## src/inc/lccd_consts.svh

```systemverilog
// Timing and geometry constants for the linear sensor timing generator
`ifndef LCCD_CONSTS_SVH
`define LCCD_CONSTS_SVH
`define LCCD_CLK_NS           50
`define LCCD_RCK_MAX_MHZ      10
`define LCCD_RCK_MIN_PER_NS   (1000 / `LCCD_RCK_MAX_MHZ)
`define LCCD_CYC_PER_RCK      ((`LCCD_RCK_MIN_PER_NS + `LCCD_CLK_NS - 1) / `LCCD_CLK_NS)
`define LCCD_STEP_CYC         (`LCCD_CYC_PER_RCK / 2)
`define LCCD_RCK_HIGH_MIN_NS  40
`define LCCD_XLTH_MIN_NS      50
`define LCCD_TLXL_MIN_NS      50
`define LCCD_MIN_RCK_PER_LINE 2081
`define LCCD_MIN_TCK_PER_LINE ((`LCCD_MIN_RCK_PER_LINE + 1) / 2)
`define LCCD_PIXELS           2048
`define LCCD_DIV_W            4
`define LCCD_LINE_W           16
`define LCCD_IDX_W            12
`define LCCD_LEVEL_W          8
`define LCCD_FIFO_DEPTH       8
`define LCCD_FIFO_AW          3
`endif

```

## src/inc/lccd_pkg.sv

```systemverilog
// Types shared by the linear sensor timing generator
`include "lccd_consts.svh"
package lccd_pkg;
  // Quarter steps of one transport clock period
  typedef enum logic [1:0] {
    PH_TH_A,
    PH_TH_B,
    PH_TL_A,
    PH_TL_B
  } lccd_phase_e;

  typedef struct packed {
    logic [`LCCD_IDX_W-1:0]   index;
    logic                     scan_done;
    logic [`LCCD_LEVEL_W-1:0] level;
  } lccd_sample_s;
endpackage : lccd_pkg

```

## src/design/lccd_ctrl.sv

```systemverilog
// Timing generator and video capture for a 2048-pixel linear image sensor
//
// Behaviour
// - Interval between transfer pulses sets exposure time.
// - Transfer pulses at least 2081 output sample clock periods apart.
// - Output sample clock runs at exactly twice the shift phase clock.
// - One sample per output sample clock; that clock at most 10 MHz.
// - White-reference inject clock runs at the transfer pulse rate.
// - Holding inject clock high suppresses white reference and scan-done.
// - Output sample clock runs continuously; phase clock divides it by two. A full FIFO here stops both.
// - Phase clock keeps running after readout ends.
// - Transfer and inject clocks are integer submultiples of phase clock.
// - Transfer pulse rises 0 to 50 ns after phase clock rise.
// - Inject clock falls 0 to 50 ns after phase clock rise.
// - Output sample clock rises no earlier than phase clock rise.
// - Output sample clock high for at least 40 ns.
// - Transfer pulse falls at least 50 ns after phase clock fall.
// - Inject clock rises 0 to 50 ns after phase clock fall.
// - At least 50 ns from transfer fall to next phase clock rise.
`timescale 1ns/1ns

module lccd_fifo #(
  parameter int WIDTH = 8,
  parameter int DEPTH = 8,
  parameter int AW    = 3
) (
  input  wire logic             clock_in,
  input  wire logic             rst_in,
  input  wire logic             in_valid_in,
  output logic                  in_ready_out,
  input  wire logic [WIDTH-1:0] in_data_in,
  output logic                  out_valid_out,
  input  wire logic             out_ready_in,
  output logic      [WIDTH-1:0] out_data_out
);
  logic [WIDTH-1:0] mem [DEPTH];
  logic [AW-1:0]    wr_ptr_r;
  logic [AW-1:0]    rd_ptr_r;
  logic [AW:0]      count_r;
  logic             push;
  logic             pop;

  assign in_ready_out  = (count_r != (AW+1)'(DEPTH));
  assign out_valid_out = (count_r != '0);
  assign push          = in_valid_in & in_ready_out;
  assign pop           = out_valid_out & out_ready_in;
  assign out_data_out  = mem[rd_ptr_r];

  always_ff @(posedge clock_in)
  begin
    if (push)
    begin
      mem[wr_ptr_r] <= in_data_in;
    end
  end

  always_ff @(posedge clock_in or posedge rst_in)
  begin
    if (rst_in)
    begin
      wr_ptr_r <= '0;
      rd_ptr_r <= '0;
      count_r  <= '0;
    end
    else
    begin
      if (push)
      begin
        wr_ptr_r <= (wr_ptr_r == AW'(DEPTH - 1)) ? '0 : wr_ptr_r + 1'b1;
      end
      if (pop)
      begin
        rd_ptr_r <= (rd_ptr_r == AW'(DEPTH - 1)) ? '0 : rd_ptr_r + 1'b1;
      end
      count_r <= count_r + (AW+1)'(push) - (AW+1)'(pop);
    end
  end
endmodule : lccd_fifo

module lccd_ctrl
  import lccd_pkg::*;
(
  input  wire logic                    clock_in,
  input  wire logic                    rst_in,
  input  wire logic                    run_in,
  input  wire logic                    whiteref_enable_in,
  input  wire logic [`LCCD_LINE_W-1:0] line_period_in,
  input  wire logic                    scan_done_pulse_in,
  input  wire logic [`LCCD_LEVEL_W-1:0] video_level_in,
  output logic                         transfer_pulse_out,
  output logic                         transport_clock_out,
  output logic                         output_sample_clock_out,
  output logic                         whiteref_inject_clock_out,
  output logic                         line_start_out,
  output logic                         scan_done_out,
  output logic                         sample_valid_out,
  input  wire logic                    sample_ready_in,
  output lccd_sample_s                 sample_out
);
  localparam int SW = $bits(lccd_sample_s);
  localparam logic [`LCCD_LINE_W-1:0] MIN_LEN = `LCCD_LINE_W'(`LCCD_MIN_TCK_PER_LINE);

  logic [`LCCD_DIV_W-1:0]   div_cnt_r;
  logic                     step;
  logic                     fifo_ready;
  lccd_phase_e              phase_r;
  lccd_phase_e              phase_nxt;
  logic [`LCCD_LINE_W-1:0]  tck_cnt_r;
  logic [`LCCD_LINE_W-1:0]  tck_cnt_nxt;
  logic [`LCCD_LINE_W-1:0]  line_len_r;
  logic                     xfer_line_r;
  logic                     xfer_line_nxt;
  logic                     run_sync1_r;
  logic                     run_r;
  logic                     wr_sync1_r;
  logic                     wr_r;
  logic                     eos_sync1_r;
  logic                     eos_sync2_r;
  logic                     eos_prev_r;
  logic [`LCCD_LEVEL_W-1:0] lvl_sync1_r;
  logic [`LCCD_LEVEL_W-1:0] lvl_sync2_r;
  logic [`LCCD_IDX_W-1:0]   idx_r;
  logic                     capturing_r;
  logic                     eos_seen_r;
  logic                     eos_edge;
  logic                     push;
  lccd_sample_s             push_data;
  logic [SW-1:0]            pop_bits;

  // A full FIFO freezes every driven clock rather than dropping pixels
  assign step = (div_cnt_r == `LCCD_DIV_W'(`LCCD_STEP_CYC - 1)) & fifo_ready;

  always_ff @(posedge clock_in or posedge rst_in)
  begin
    if (rst_in)
    begin
      div_cnt_r <= '0;
    end
    else if (div_cnt_r == `LCCD_DIV_W'(`LCCD_STEP_CYC - 1))
    begin
      if (fifo_ready)
      begin
        div_cnt_r <= '0;
      end
    end
    else
    begin
      div_cnt_r <= div_cnt_r + 1'b1;
    end
  end

  // Control levels from outside pass two flip-flops; line_period_in is latched directly
  always_ff @(posedge clock_in or posedge rst_in)
  begin
    if (rst_in)
    begin
      run_sync1_r <= 1'b0;
      run_r       <= 1'b0;
      wr_sync1_r  <= 1'b0;
      wr_r        <= 1'b0;
      eos_sync1_r <= 1'b0;
      eos_sync2_r <= 1'b0;
      eos_prev_r  <= 1'b0;
      lvl_sync1_r <= '0;
      lvl_sync2_r <= '0;
    end
    else
    begin
      run_sync1_r <= run_in;
      run_r       <= run_sync1_r;
      wr_sync1_r  <= whiteref_enable_in;
      wr_r        <= wr_sync1_r;
      eos_sync1_r <= scan_done_pulse_in;
      eos_sync2_r <= eos_sync1_r;
      eos_prev_r  <= eos_sync2_r;
      lvl_sync1_r <= video_level_in;
      lvl_sync2_r <= lvl_sync1_r;
    end
  end

  always_comb
  begin
    unique case (phase_r)
      PH_TH_A: phase_nxt = PH_TH_B;
      PH_TH_B: phase_nxt = PH_TL_A;
      PH_TL_A: phase_nxt = PH_TL_B;
      PH_TL_B: phase_nxt = PH_TH_A;
    endcase
  end

  // Line counter advances once per phase clock period
  always_comb
  begin
    tck_cnt_nxt   = tck_cnt_r;
    xfer_line_nxt = xfer_line_r;
    if (phase_nxt == PH_TH_A)
    begin
      if (tck_cnt_r >= line_len_r - 1'b1)
      begin
        tck_cnt_nxt = '0;
      end
      else
      begin
        tck_cnt_nxt = tck_cnt_r + 1'b1;
      end
      xfer_line_nxt = (tck_cnt_nxt == '0) && run_r;
    end
  end

  always_ff @(posedge clock_in or posedge rst_in)
  begin
    if (rst_in)
    begin
      phase_r     <= PH_TL_B;
      tck_cnt_r   <= '0;
      xfer_line_r <= 1'b0;
    end
    else if (step)
    begin
      phase_r     <= phase_nxt;
      tck_cnt_r   <= tck_cnt_nxt;
      xfer_line_r <= xfer_line_nxt;
    end
  end

  // Period latched once per line, never below full readout
  always_ff @(posedge clock_in or posedge rst_in)
  begin
    if (rst_in)
    begin
      line_len_r <= MIN_LEN;
    end
    else if (step && phase_nxt == PH_TH_A && tck_cnt_nxt == '0)
    begin
      line_len_r <= (line_period_in < MIN_LEN) ? MIN_LEN : line_period_in;
    end
  end

  // Pin clocks: all edges move on steps; paired edges coincide except transfer fall, one step after phase fall
  always_ff @(posedge clock_in or posedge rst_in)
  begin
    if (rst_in)
    begin
      transport_clock_out       <= 1'b0;
      output_sample_clock_out   <= 1'b0;
      transfer_pulse_out        <= 1'b0;
      whiteref_inject_clock_out <= 1'b1;
      line_start_out            <= 1'b0;
    end
    else
    begin
      line_start_out <= step && phase_nxt == PH_TH_A && xfer_line_nxt;
      if (step)
      begin
        // Phase clock keeps running whatever run_in says
        transport_clock_out <= (phase_nxt == PH_TH_A) || (phase_nxt == PH_TH_B);
        // Twice the phase rate, one step high, rising with phase clock
        output_sample_clock_out <= (phase_nxt == PH_TH_A) || (phase_nxt == PH_TL_A);
        // Rises with phase clock, falls one step after its fall
        transfer_pulse_out <= xfer_line_nxt && (phase_nxt != PH_TL_B);
        // Low over the transfer period's high half
        whiteref_inject_clock_out <= !(wr_r && xfer_line_nxt &&
                                       ((phase_nxt == PH_TH_A) || (phase_nxt == PH_TH_B)));
      end
    end
  end

  // One sample per output sample clock in arrival order
  assign push = step && capturing_r && ((phase_r == PH_TH_B) || (phase_r == PH_TL_B));
  assign push_data.index     = idx_r;
  assign eos_edge            = eos_sync2_r & ~eos_prev_r;
  assign push_data.scan_done = eos_seen_r | eos_edge;
  assign push_data.level     = lvl_sync2_r;

  always_ff @(posedge clock_in or posedge rst_in)
  begin
    if (rst_in)
    begin
      idx_r       <= '0;
      capturing_r <= 1'b0;
    end
    else if (step && phase_nxt == PH_TH_A && xfer_line_nxt)
    begin
      idx_r       <= '0;
      capturing_r <= 1'b1;
    end
    else if (push)
    begin
      idx_r <= idx_r + 1'b1;
      // Whole readout incl. black and white references
      if (idx_r == `LCCD_IDX_W'(`LCCD_MIN_RCK_PER_LINE - 1))
      begin
        capturing_r <= 1'b0;
      end
    end
  end

  // Scan-done edge marks the sample that carries the first white reference
  always_ff @(posedge clock_in or posedge rst_in)
  begin
    if (rst_in)
    begin
      eos_seen_r    <= 1'b0;
      scan_done_out <= 1'b0;
    end
    else
    begin
      scan_done_out <= eos_edge;
      // The edge lines up with the white sample's push; a late one rides the next push
      eos_seen_r    <= !push && (eos_seen_r || eos_edge);
    end
  end

  lccd_fifo #(
    .WIDTH (SW),
    .DEPTH (`LCCD_FIFO_DEPTH),
    .AW    (`LCCD_FIFO_AW)
  ) u_fifo (
    .clock_in      (clock_in),
    .rst_in        (rst_in),
    .in_valid_in   (push),
    .in_ready_out  (fifo_ready),
    .in_data_in    (push_data),
    .out_valid_out (sample_valid_out),
    .out_ready_in  (sample_ready_in),
    .out_data_out  (pop_bits)
  );

  assign sample_out = lccd_sample_s'(pop_bits);
endmodule : lccd_ctrl

```

## config.mk

```make
export PLATFORM = sky130hd
export DESIGN_NAME = lccd_ctrl
export DESIGN_NICKNAME = d
export VERILOG_FILES = /design/src/inc/lccd_pkg.sv /design/src/design/lccd_ctrl.sv
export VERILOG_INCLUDE_DIRS = /design/src /design/src/inc
export SDC_FILE = /design/constraint.sdc
export NUM_CORES = 1
export LEC_CHECK = 0
export BUFFER_PORTS_ARGS = -buffer_cell sky130_fd_sc_hd__buf_2
export CAP_MARGIN = 20
export CORE_MARGIN = 3
export CORE_UTILIZATION = 66
export DETAILED_ROUTE_END_ITERATION = 8
export PLACE_DENSITY = 0.87
export SLEW_MARGIN = 40
export SYNTH_ARGS = -nofsm -noshare
export SYNTH_HDL_FRONTEND = slang
export SYNTH_HIERARCHICAL = 1
export SYNTH_SLANG_ARGS = --single-unit
```

## constraint.sdc

```tcl
create_clock -name clock_in -period 11.6 [get_ports clock_in]
set_clock_uncertainty 0.1 [all_clocks]
set_input_delay 1.74 -clock clock_in [delete_from_list [all_inputs] [get_ports clock_in]]
set_output_delay 1.74 -clock clock_in [all_outputs]
set_load 0.05 [all_outputs]
```

Word-level counts from Yosys, hierarchy flattened
Memory sizes are Yosys's and may differ from the RTL's.
Index checks and enable logic that the tools add are counted.
Widths: inputs -> output; s select.
Word-level totals
  bits in registers: 92
  bits in writable memories: 168
  output and inout port bits: 28
  memories kept: 1
Memories
  u_fifo.mem: depth 8, bits a word 21, read ports 1, clocked after memory_dff 0, write ports 1, RTL line lccd_ctrl.sv:36  | logic [WIDTH-1:0] mem [DEPTH];
Operators by class
  add/sub/neg operators: 8
  order comparisons: 2
  equal/unequal tests: 11
  muxes and demuxes: 17
  bitwise gates (word level): 6
  reductions and logical operators: 25
Operator list (count)
  $mux 16: 4
  $logic_not 16->1: 2
  $mux 12: 2
  $add 16x1->16 const B: 1
  $ge 16x16->1: 1
  $lt 16x11->1 const B: 1
  $sub 16x1->16 const B: 1
  $add 12x1->12 const B: 1
  $eq 12x12->1 const B: 1
  $logic_and 1x1->1: 10
  $mux 4: 2
  $pmux 2 s4: 1
  $add 3x1->3 const B: 2
  $eq 2x2->1 const B: 3
  $eq 3x3->1 const B: 2
  $mux 1: 6
  $mux 3: 2
  $add 4x1->4: 1
  $add 4x1->4 const B: 1
  $and 1x1->1: 4
  $eq 2x1->1 const B: 2
  $logic_not 2->1: 2
  $logic_not 4->1: 1
  $logic_or 1x1->1: 4
  9 further kinds: 12

Logic depth before layout (Yosys ltp)
Gate-level depths: netlist (run 1).
  depth after elaboration: 10
  gate-level depth with buffers: 16

By module
The synthesis (run 1) kept the hierarchy.
Modules (own cells, without submodules)
  lccd_fifo: times used 1, cells each 302, area an instance 7090.6 um2, seq. area each 5295.1 um2
  lccd_ctrl: times used 1, cells each 416, area an instance 4297.9 um2, seq. area each 2059.5 um2

Least setup slack after synthesis (run 1)
OpenSTA, ideal clock, no wires.
  path kind: register to register
  from: register div_cnt_r[0]
  to: memory u_fifo/mem[0][0] in the netlist's numbering, enable pin
  arrival: 3.903 ns
  required time: 11.047 ns
  path slack: 7.145 ns
  cell stages (with the launch flop): 8
  cells stage by stage: dfrtp_1 > inv_1 > ha_1 > nor3b_1 > nand2_1 > nor2_1 > nand2_2 > nor4_1
Between the ends
  cells in the longest elaborated chain, start to end: 7
RTL lines
  from (decl): RTL line lccd_ctrl.sv:103  | logic [`LCCD_DIV_W-1:0] div_cnt_r;
  from (signal assigned): RTL line lccd_ctrl.sv:148  | div_cnt_r <= div_cnt_r + 1'b1;
  $logic_not 4->1: RTL line lccd_ctrl.sv:131  | assign step = (div_cnt_r == `LCCD_DIV_W'(`LCCD_STEP_CYC - 1)) & fifo_ready;
  $and 1x1->1: RTL line lccd_ctrl.sv:131
  $logic_and 1x1->1 (2 in a row): RTL line lccd_ctrl.sv:269  | assign push = step && capturing_r && ((phase_r == PH_TH_B) || (phase_r == PH_TL_B));
  net push: RTL line lccd_ctrl.sv:126  | logic push;
  $and 1x1->1: RTL line lccd_ctrl.sv:45  | assign push = in_valid_in & in_ready_out;
  $mux 1: RTL line lccd_ctrl.sv:51  | if (push)
  $mux 1 (not written as such): RTL line lccd_ctrl.sv:53  | mem[wr_ptr_r] <= in_data_in;
  to (decl): RTL line lccd_ctrl.sv:36
The timed path passes the listed nets, and every way through them passes these cells.

==> impl_results.md, run 1 <==
- Outcome: finished clean
- CTS Hold Bufs: 0
- Hold Path Class: register to register
- Via density: 6.62
- Post-Route WL: 25,600 microns
- Max-cap violations: 0
- Worst EP required: 9760 ps
- Synth Cell Area: 11,400 sq um
- Total number of vias: just under 7,000
- Combinational share of power: approximately a third
- Setup violators final: 0
- Drt first pass iters: 6
- Crit path largest cell delay: around 700 ps
- Seq/Total Area, Yosys: between 60 and 70%
- Die height: ~140 microns
- CP Buf/Inv Count: 2
- Post-cts sizing count: 0
- Avg WL per Cell: approximately 25 microns
- Htree depth: 1
- CTS root buffer: clkbuf_16
- Die X: about 140 microns
- Global route total overflow: 0
- Largest net degree at the start of global routing: 83
- First-pass GRT wire length: 40,100 microns
- LEAKAGE: 0.00514 uW
- Critical Path Source Type: register
- RSZ-0062 raised after global routing: false
- Nets: 864
- Top_reg_cell synth: edfxtp_1
- Std-Cell Rows: between 40 and 50
- Internal power: about 2000 uW
- Synth-to-Final Area Change: 13.0%
- Crit Path Class: register to output port
- Commonest non-fill, non-tap cell in the layout: edfxtp_1
- DRT antenna net count: 0
- Placed Cells: 988
- Drt drc: 0
- Clock sink count: 260
- Min Tclk post-route: 4530 ps
- Worst-path clk slew: 60 ps
- Relative slew margins: 47.2%
- Mean Syn Cell Area: 15.9 sq um
- Critical-path cell list: buf_4, mux4_1, mux2_2, buf_2
- PortBufs: 57
- Post-CTS setup buffer count: 0
- Core area: 16,800 sq um
- Simple-gate area share of the yosys netlist: 8.31%
- Initial antenna violation count: 1
- Syn_nets: roughly 790
- VDD IR-drop max: 0.171 mV
- Worst path arrival time: 2690 ps
- Num CTS Buffers: 26
- Util after Layout: 76.8%
- Period utilization: between 30% and 40%
- Crit path max-delay family: multiplexers
- Critical path capture point type: output port
- Worst-Skew Late Latency: 530 ps
- Worst slew pin tran: 788 ps
- Final total power: between 3000 and 4000 uW
- Fmax: ~220 MHz
- Ys async rst share: 35.4%
- Sequential group share of total power: 40.2%
- Synth Area in Compound Gates: 4.67%
- Drt initial violations: roughly 690
- Total Neg Setup Slack: 0 ps
- Register bit total from synthesis: 260
- Ports: a little under 60
- DP Wirelength: 14,300 microns
- Final Slew Violations: 0
- Reg2reg setup slack: 7130 ps
- Antenna diodes: 0
- Mux contribution to synthesized area: 13.8%
- Vias in the first global route: 7,084
- Total power per unit cell area: ~250 nW/um^2
- Max clock buf depth: 3
- Fillers: approximately 840
- Cells after Synth: 718
- Main combinational cell family by area after synthesis: multiplexers
- Share of layout cells above drive strength 1: 21.9%
- RePlAce Congestion: roughly 0.9
- Synth warn: 6
- Initial Util: 68.0%
- CTS tree: built
- Switching power total: 1170 uW
- Post-synthesis xor/xnor area fraction: 2.31%
- Die ar.: 18,900 sq um
- Post-synth EDFFs: 168
- Clock Power Share: 27.0%
- Crit path max fanout: 45
- Global-route usage over all layers: 28.2%
- Most frequent cells in the layout: 168 x edfxtp_1, 84 x dfrtp_1, 57 x buf_2, 41 x mux4_1
- Netlist cell types: 62
- Fin. Hold Viols: 0
- Finished Layout Cells: 1,036
- Switch share: 36.4%
- Adder-cell share of the synthesized area: 4.24%
- Slowest CP cell: mux4_1
[registers in the layout, summed over array words and instances, names as in the netlist, 2 cells and up]
signal,count
u_fifo/rd_ptr_r,3
u_fifo/mem,168
div_cnt_r,4
u_fifo/count_r,4
idx_r,12
lvl_sync2_r,8
lvl_sync1_r,8
phase_r,2
tck_cnt_r,16
u_fifo/wr_ptr_r,3
line_len_r,16
[synth_stat cells (3+ instances only)]
cell type	count	area share [%]
a21o_1	14	0.92
a21oi_1	13	0.57
a22o_1	5	0.38
and3_1	5	0.27
buf_6	6	0.59
clkbuf_1	8	0.26
dfrtp_1	86	19
dfstp_2	6	1.4
edfxtp_1	168	44
ha_1	37	4.1
inv_1	32	1.1
mux2_1	5	0.49
mux2_2	28	2.8
mux2i_1	10	0.88
mux4_1	41	9.5
nand2_1	36	1.2
nand2b_1	3	0.16
nand3_1	11	0.48
nand4_1	18	0.99
nor2_1	41	1.4
nor2b_1	5	0.27
nor3_1	19	0.83
nor4_1	9	0.49
o21ai_0	22	0.97
o2bb2ai_1	5	0.38
o31ai_1	4	0.26
or2_2	3	0.16
or3_1	6	0.33
or4_1	3	0.20
xnor2_1	18	1.4
xor2_1	12	0.92
[cell families (layout without fill, tap and decap cells)]
kind of cell	after synthesis	after routing
AOI/OAI and AO/OA	76	76
adders and majority gates	38	38
xor gates and xnor gates	30	30
and+or+nand+nor	179	179
muxes	85	85
DFF	260	260
buffers and inverters	50	148
[through the flow]
step           setup slack, ps  area [sq um]  hold slack (ps)
6_report                  7070         12900              256
5_1_grt                   6770         12900              265
4_1_cts                   7070         12900              257
3_5_place_dp              7170         12000              236
3_3_place_gp              7410         11900              233
2_1_floorplan             7140         11400              231
[power by group through the flow]
| stage | Clock (uW) | Sequential (uW) | Combinational [uW] |
|---|---|---|---|
| after detailed placement | 0 | 1300 | 1030 |
| final | 868 | 1300 | 1060 |
| after CTS | 876 | 1290 | 1060 |
| after global placement | 0 | 1280 | 978 |
| after global routing | 914 | 1310 | 1130 |
| after floorplan | 0 | 1260 | 803 |
[final cells by class]
cell class	count	area, sq um	area share (%)
clock inverter	17	200	1.56
tap	220	275	2.14
timing repair buffer	68	374	2.91
inverter	32	121	0.943
clock buffer	31	699	5.43
multi-input combinational	408	3840	29.9
sequential	260	7360	57.2
[layer usage]
| layer | global-route usage (%) | routed length (microns) | part of all wire (%) |
|---|---|---|---|
| met4 | 9.53 | 937 | 3.7 |
| met3 | 4.93 | 1960 | 7.7 |
| met1 | 36.4 | 9440 | 37 |
| met2 | 48.9 | 13200 | 52 |
| met5 | 0 | 7 | 0.027 |
[final timing paths]
path,cells past startpoint,endpoint,from
worst max-delay path,4,sample_out[20],u_fifo/rd_ptr_r[0]$_DFFE_PP0P_
worst min-delay path,0,run_r$_DFF_PP0_,run_sync1_r$_DFF_PP0_
worst max register to register,14,line_len_r[12]$_DFFE_PP0P_,line_len_r[2]$_DFFE_PP0P_
worst min register to register,0,run_r$_DFF_PP0_,run_sync1_r$_DFF_PP0_
max in group asynchronous,3,lvl_sync2_r[6]$_DFF_PP0_,rst_in
min in group asynchronous,2,u_fifo/count_r[1]$_DFF_PP0_,rst_in
(Power assumes the default switching activity.)
==> inputs of run 2 (changes only) <==
--- a/config.mk
+++ b/config.mk
@@ -9,9 +9,9 @@
 export BUFFER_PORTS_ARGS = -buffer_cell sky130_fd_sc_hd__buf_2
 export CAP_MARGIN = 20
 export CORE_MARGIN = 3
-export CORE_UTILIZATION = 66
+export CORE_UTILIZATION = 61
 export DETAILED_ROUTE_END_ITERATION = 8
-export PLACE_DENSITY = 0.87
+export PLACE_DENSITY = 0.81
 export SLEW_MARGIN = 40
 export SYNTH_ARGS = -nofsm -noshare
 export SYNTH_HDL_FRONTEND = slang
==> constraint.sdc (replaced) <==
create_clock -name clock_in -period 4.3 [get_ports clock_in]
set_clock_uncertainty 0.1 [all_clocks]
set_input_delay 0.645 -clock clock_in [delete_from_list [all_inputs] [get_ports clock_in]]
set_output_delay 0.645 -clock clock_in [all_outputs]
set_load 0.05 [all_outputs]
==> run 2 against run 1 <==
Against the previous run: power rose to 2.7 times the previous value; wire length fell by 11%; largest cell class unchanged; largest power group unchanged; worst setup slack got worse by 6700 ps; die area rose by 7.8%.
==> impl_results.md, run 2 (same netlist as run 1, synthesis figures left out) <==
- Worst-Skew Late Latency: 520 ps
- Worst path arrival time: 4240 ps
- Ports: 58
- Drt drc: 0
- Largest net degree at the start of global routing: between 50 and 60
- Switching power total: 3010 uW
- Initial Util: 62.8%
- Drt initial violations: 485
- Cell area after layout: approximately 13,000 sq um
- Most frequent cells in the layout: 168 x edfxtp_1, 85 x dfrtp_1, 57 x buf_2, 41 x mux4_1, 38 x nor2_1
- Min Tclk post-route: 3890 ps
- Die height: ~140 microns
- Storage element area: 7360 sq um
- Total power per unit cell area: between 600 and 700 nW/um^2
- Antenna diodes: 0
- Initial antenna violation count: 0
- Worst slew pin tran: 657 ps
- Nets: 871
- DRT antenna net count: 0
- Fillers: 1,120
- Top reg by flops: u_fifo/mem
- Total Neg Setup Slack: 0 ps
- Final Slew Violations: 0
- Critical Path Source Type: register
- VDD IR-drop max: between 0.4 and 0.5 mV
- CTS root buffer: clkbuf_16
- Via density: 6.17
- PortBufs: 57
- Avg WL per Cell: between 20 and 25 microns
- Crit Path Class: register to register
- Fmax: 257 MHz
- Sequential group share of total power: between 40% and 50%
- Max reg flops: around 170
- Num CTS Buffers: 26
- DP Wirelength: 13,700 microns
- Placed cell area: 12,000 sq um
- Worst setup path start: line_len_r[2]$_DFFE_PP0P_
- Clock Power Share: ~27%
- Htree depth: 1
- Regs by FF count: u_fifo/mem x168, line_len_r x16, tck_cnt_r x16
- Max-cap violations: 0
- Total number of vias: 6,489
- Max clock buf depth: 3
- Util after Layout: 71.4%
- Post-Route WL: between 20,000 and 25,000 microns
- Outcome: finished clean
- Hold Path Class: input port to asynchronous set/reset pin
- Combinational share of power: 32.0%
- Core area: 18,100 sq um
- RSZ-0062 raised after global routing: false
- Switch share: 35.1%
- Multi-input logic area: 3860 sq um
- Worst-path clk slew: 70 ps
- LEAKAGE: approximately 0.0052 uW
- Share of layout cells above drive strength 1: 21.9%
- Commonest non-fill, non-tap cell in the layout: edfxtp_1
- Critical path capture point type: register
- Global-route usage over all layers: 22.9%
- Internal power: 5580 uW
- Setup violators final: 0
- Worst EP required: 4650 ps
- Die X: about 140 microns
- Relative slew margins: between 50% and 60%
- Reg2reg start: line_len_r[2]$_DFFE_PP0P_
- Period utilization: 90.5%
- Drt first pass iters: 7
- Fin. Hold Viols: 0
- First-pass GRT wire length: about 36,000 microns
- CTS tree: built
- Crit path max fanout: 10
- Worst hold slack: 23.2 ps
- Synth-to-Final Area Change: 13.7%
- Clock sink count: 260
- RePlAce Congestion: a little under 0.9
- Std-Cell Rows: 49
- Vias in the first global route: around 6,800
- Global route total overflow: 0
- Die ar.: about 20,000 sq um
run 2: power by group through the flow:
stage	sequential (uW)	combinational [uW]	clock (uW)
after floorplan	3410	2170	0
after global placement	3500	2640	0
after detailed placement	3540	2750	0
after CTS	3500	2770	2380
after global routing	3560	2980	2470
final	3510	2750	2340
run 2: stage by stage:
step | setup WS, ps | total power, uW | cells
6_report | 407 | 8600 | 1052
3_3_place_gp | 327 | 6130 | 1003
3_5_place_dp | 182 | 6290 | 1003
5_1_grt | 38.7 | 9020 | 1052
2_1_floorplan | 385 | 5580 | 718
4_1_cts | 178 | 8650 | 1051
run 2: area by class of cell:
class                      count  area share, %
tap                          229           2.21
sequential                   260           56.8
inverter                      32          0.966
timing repair buffer          75           3.25
clock buffer                  33           5.47
multi-input combinational    408           29.8
clock inverter                15           1.50
run 2: timing repair:
action,CTS,global route
endpoints found under the hold margin,0,0
gates resized for setup,0,1
hold buffers,0,0
setup endpoints to repair,0,4
setup buffers,0,1
run 2: critical path: stages (launching register included):
cell and delay (ps):
dfrtp_1 400, inv_1 120, nand4_1 170, or4_1 460, nor2_1 140, nand2_1 120
nor4_2 190, xnor2_1 100, ha_1 300, nand4_1 130, or3_1 430, o32ai_4 270
nor2_4 140, a21oi_4 300, buf_4 240, mux2i_1 200
run 2: final timing paths:
| path | endpoint | slack (ps) | cells past startpoint |
|---|---|---|---|
| setup / recovery | line_len_r[8]$_DFFE_PP0P_ | 410 | 15 |
| hold / removal | u_fifo/wr_ptr_r[0]$_DFFE_PP0P_ | 20 | 2 |
| setup reg to reg | line_len_r[8]$_DFFE_PP0P_ | 410 | 15 |
| hold reg to reg | lvl_sync2_r[3]$_DFF_PP0_ | 240 | 0 |
| max in group asynchronous | tck_cnt_r[12]$_DFFE_PP0P_ | 3220 | 3 |
| min in group clock_in | wr_sync1_r$_DFF_PP0_ | 130 | 1 |
run 2: metal layers:
layer  track usage [%]  wire, microns
met4              6.80            515
met2              40.7          11800
met5                 0              0
met1              29.5           9410
met3              3.15            918
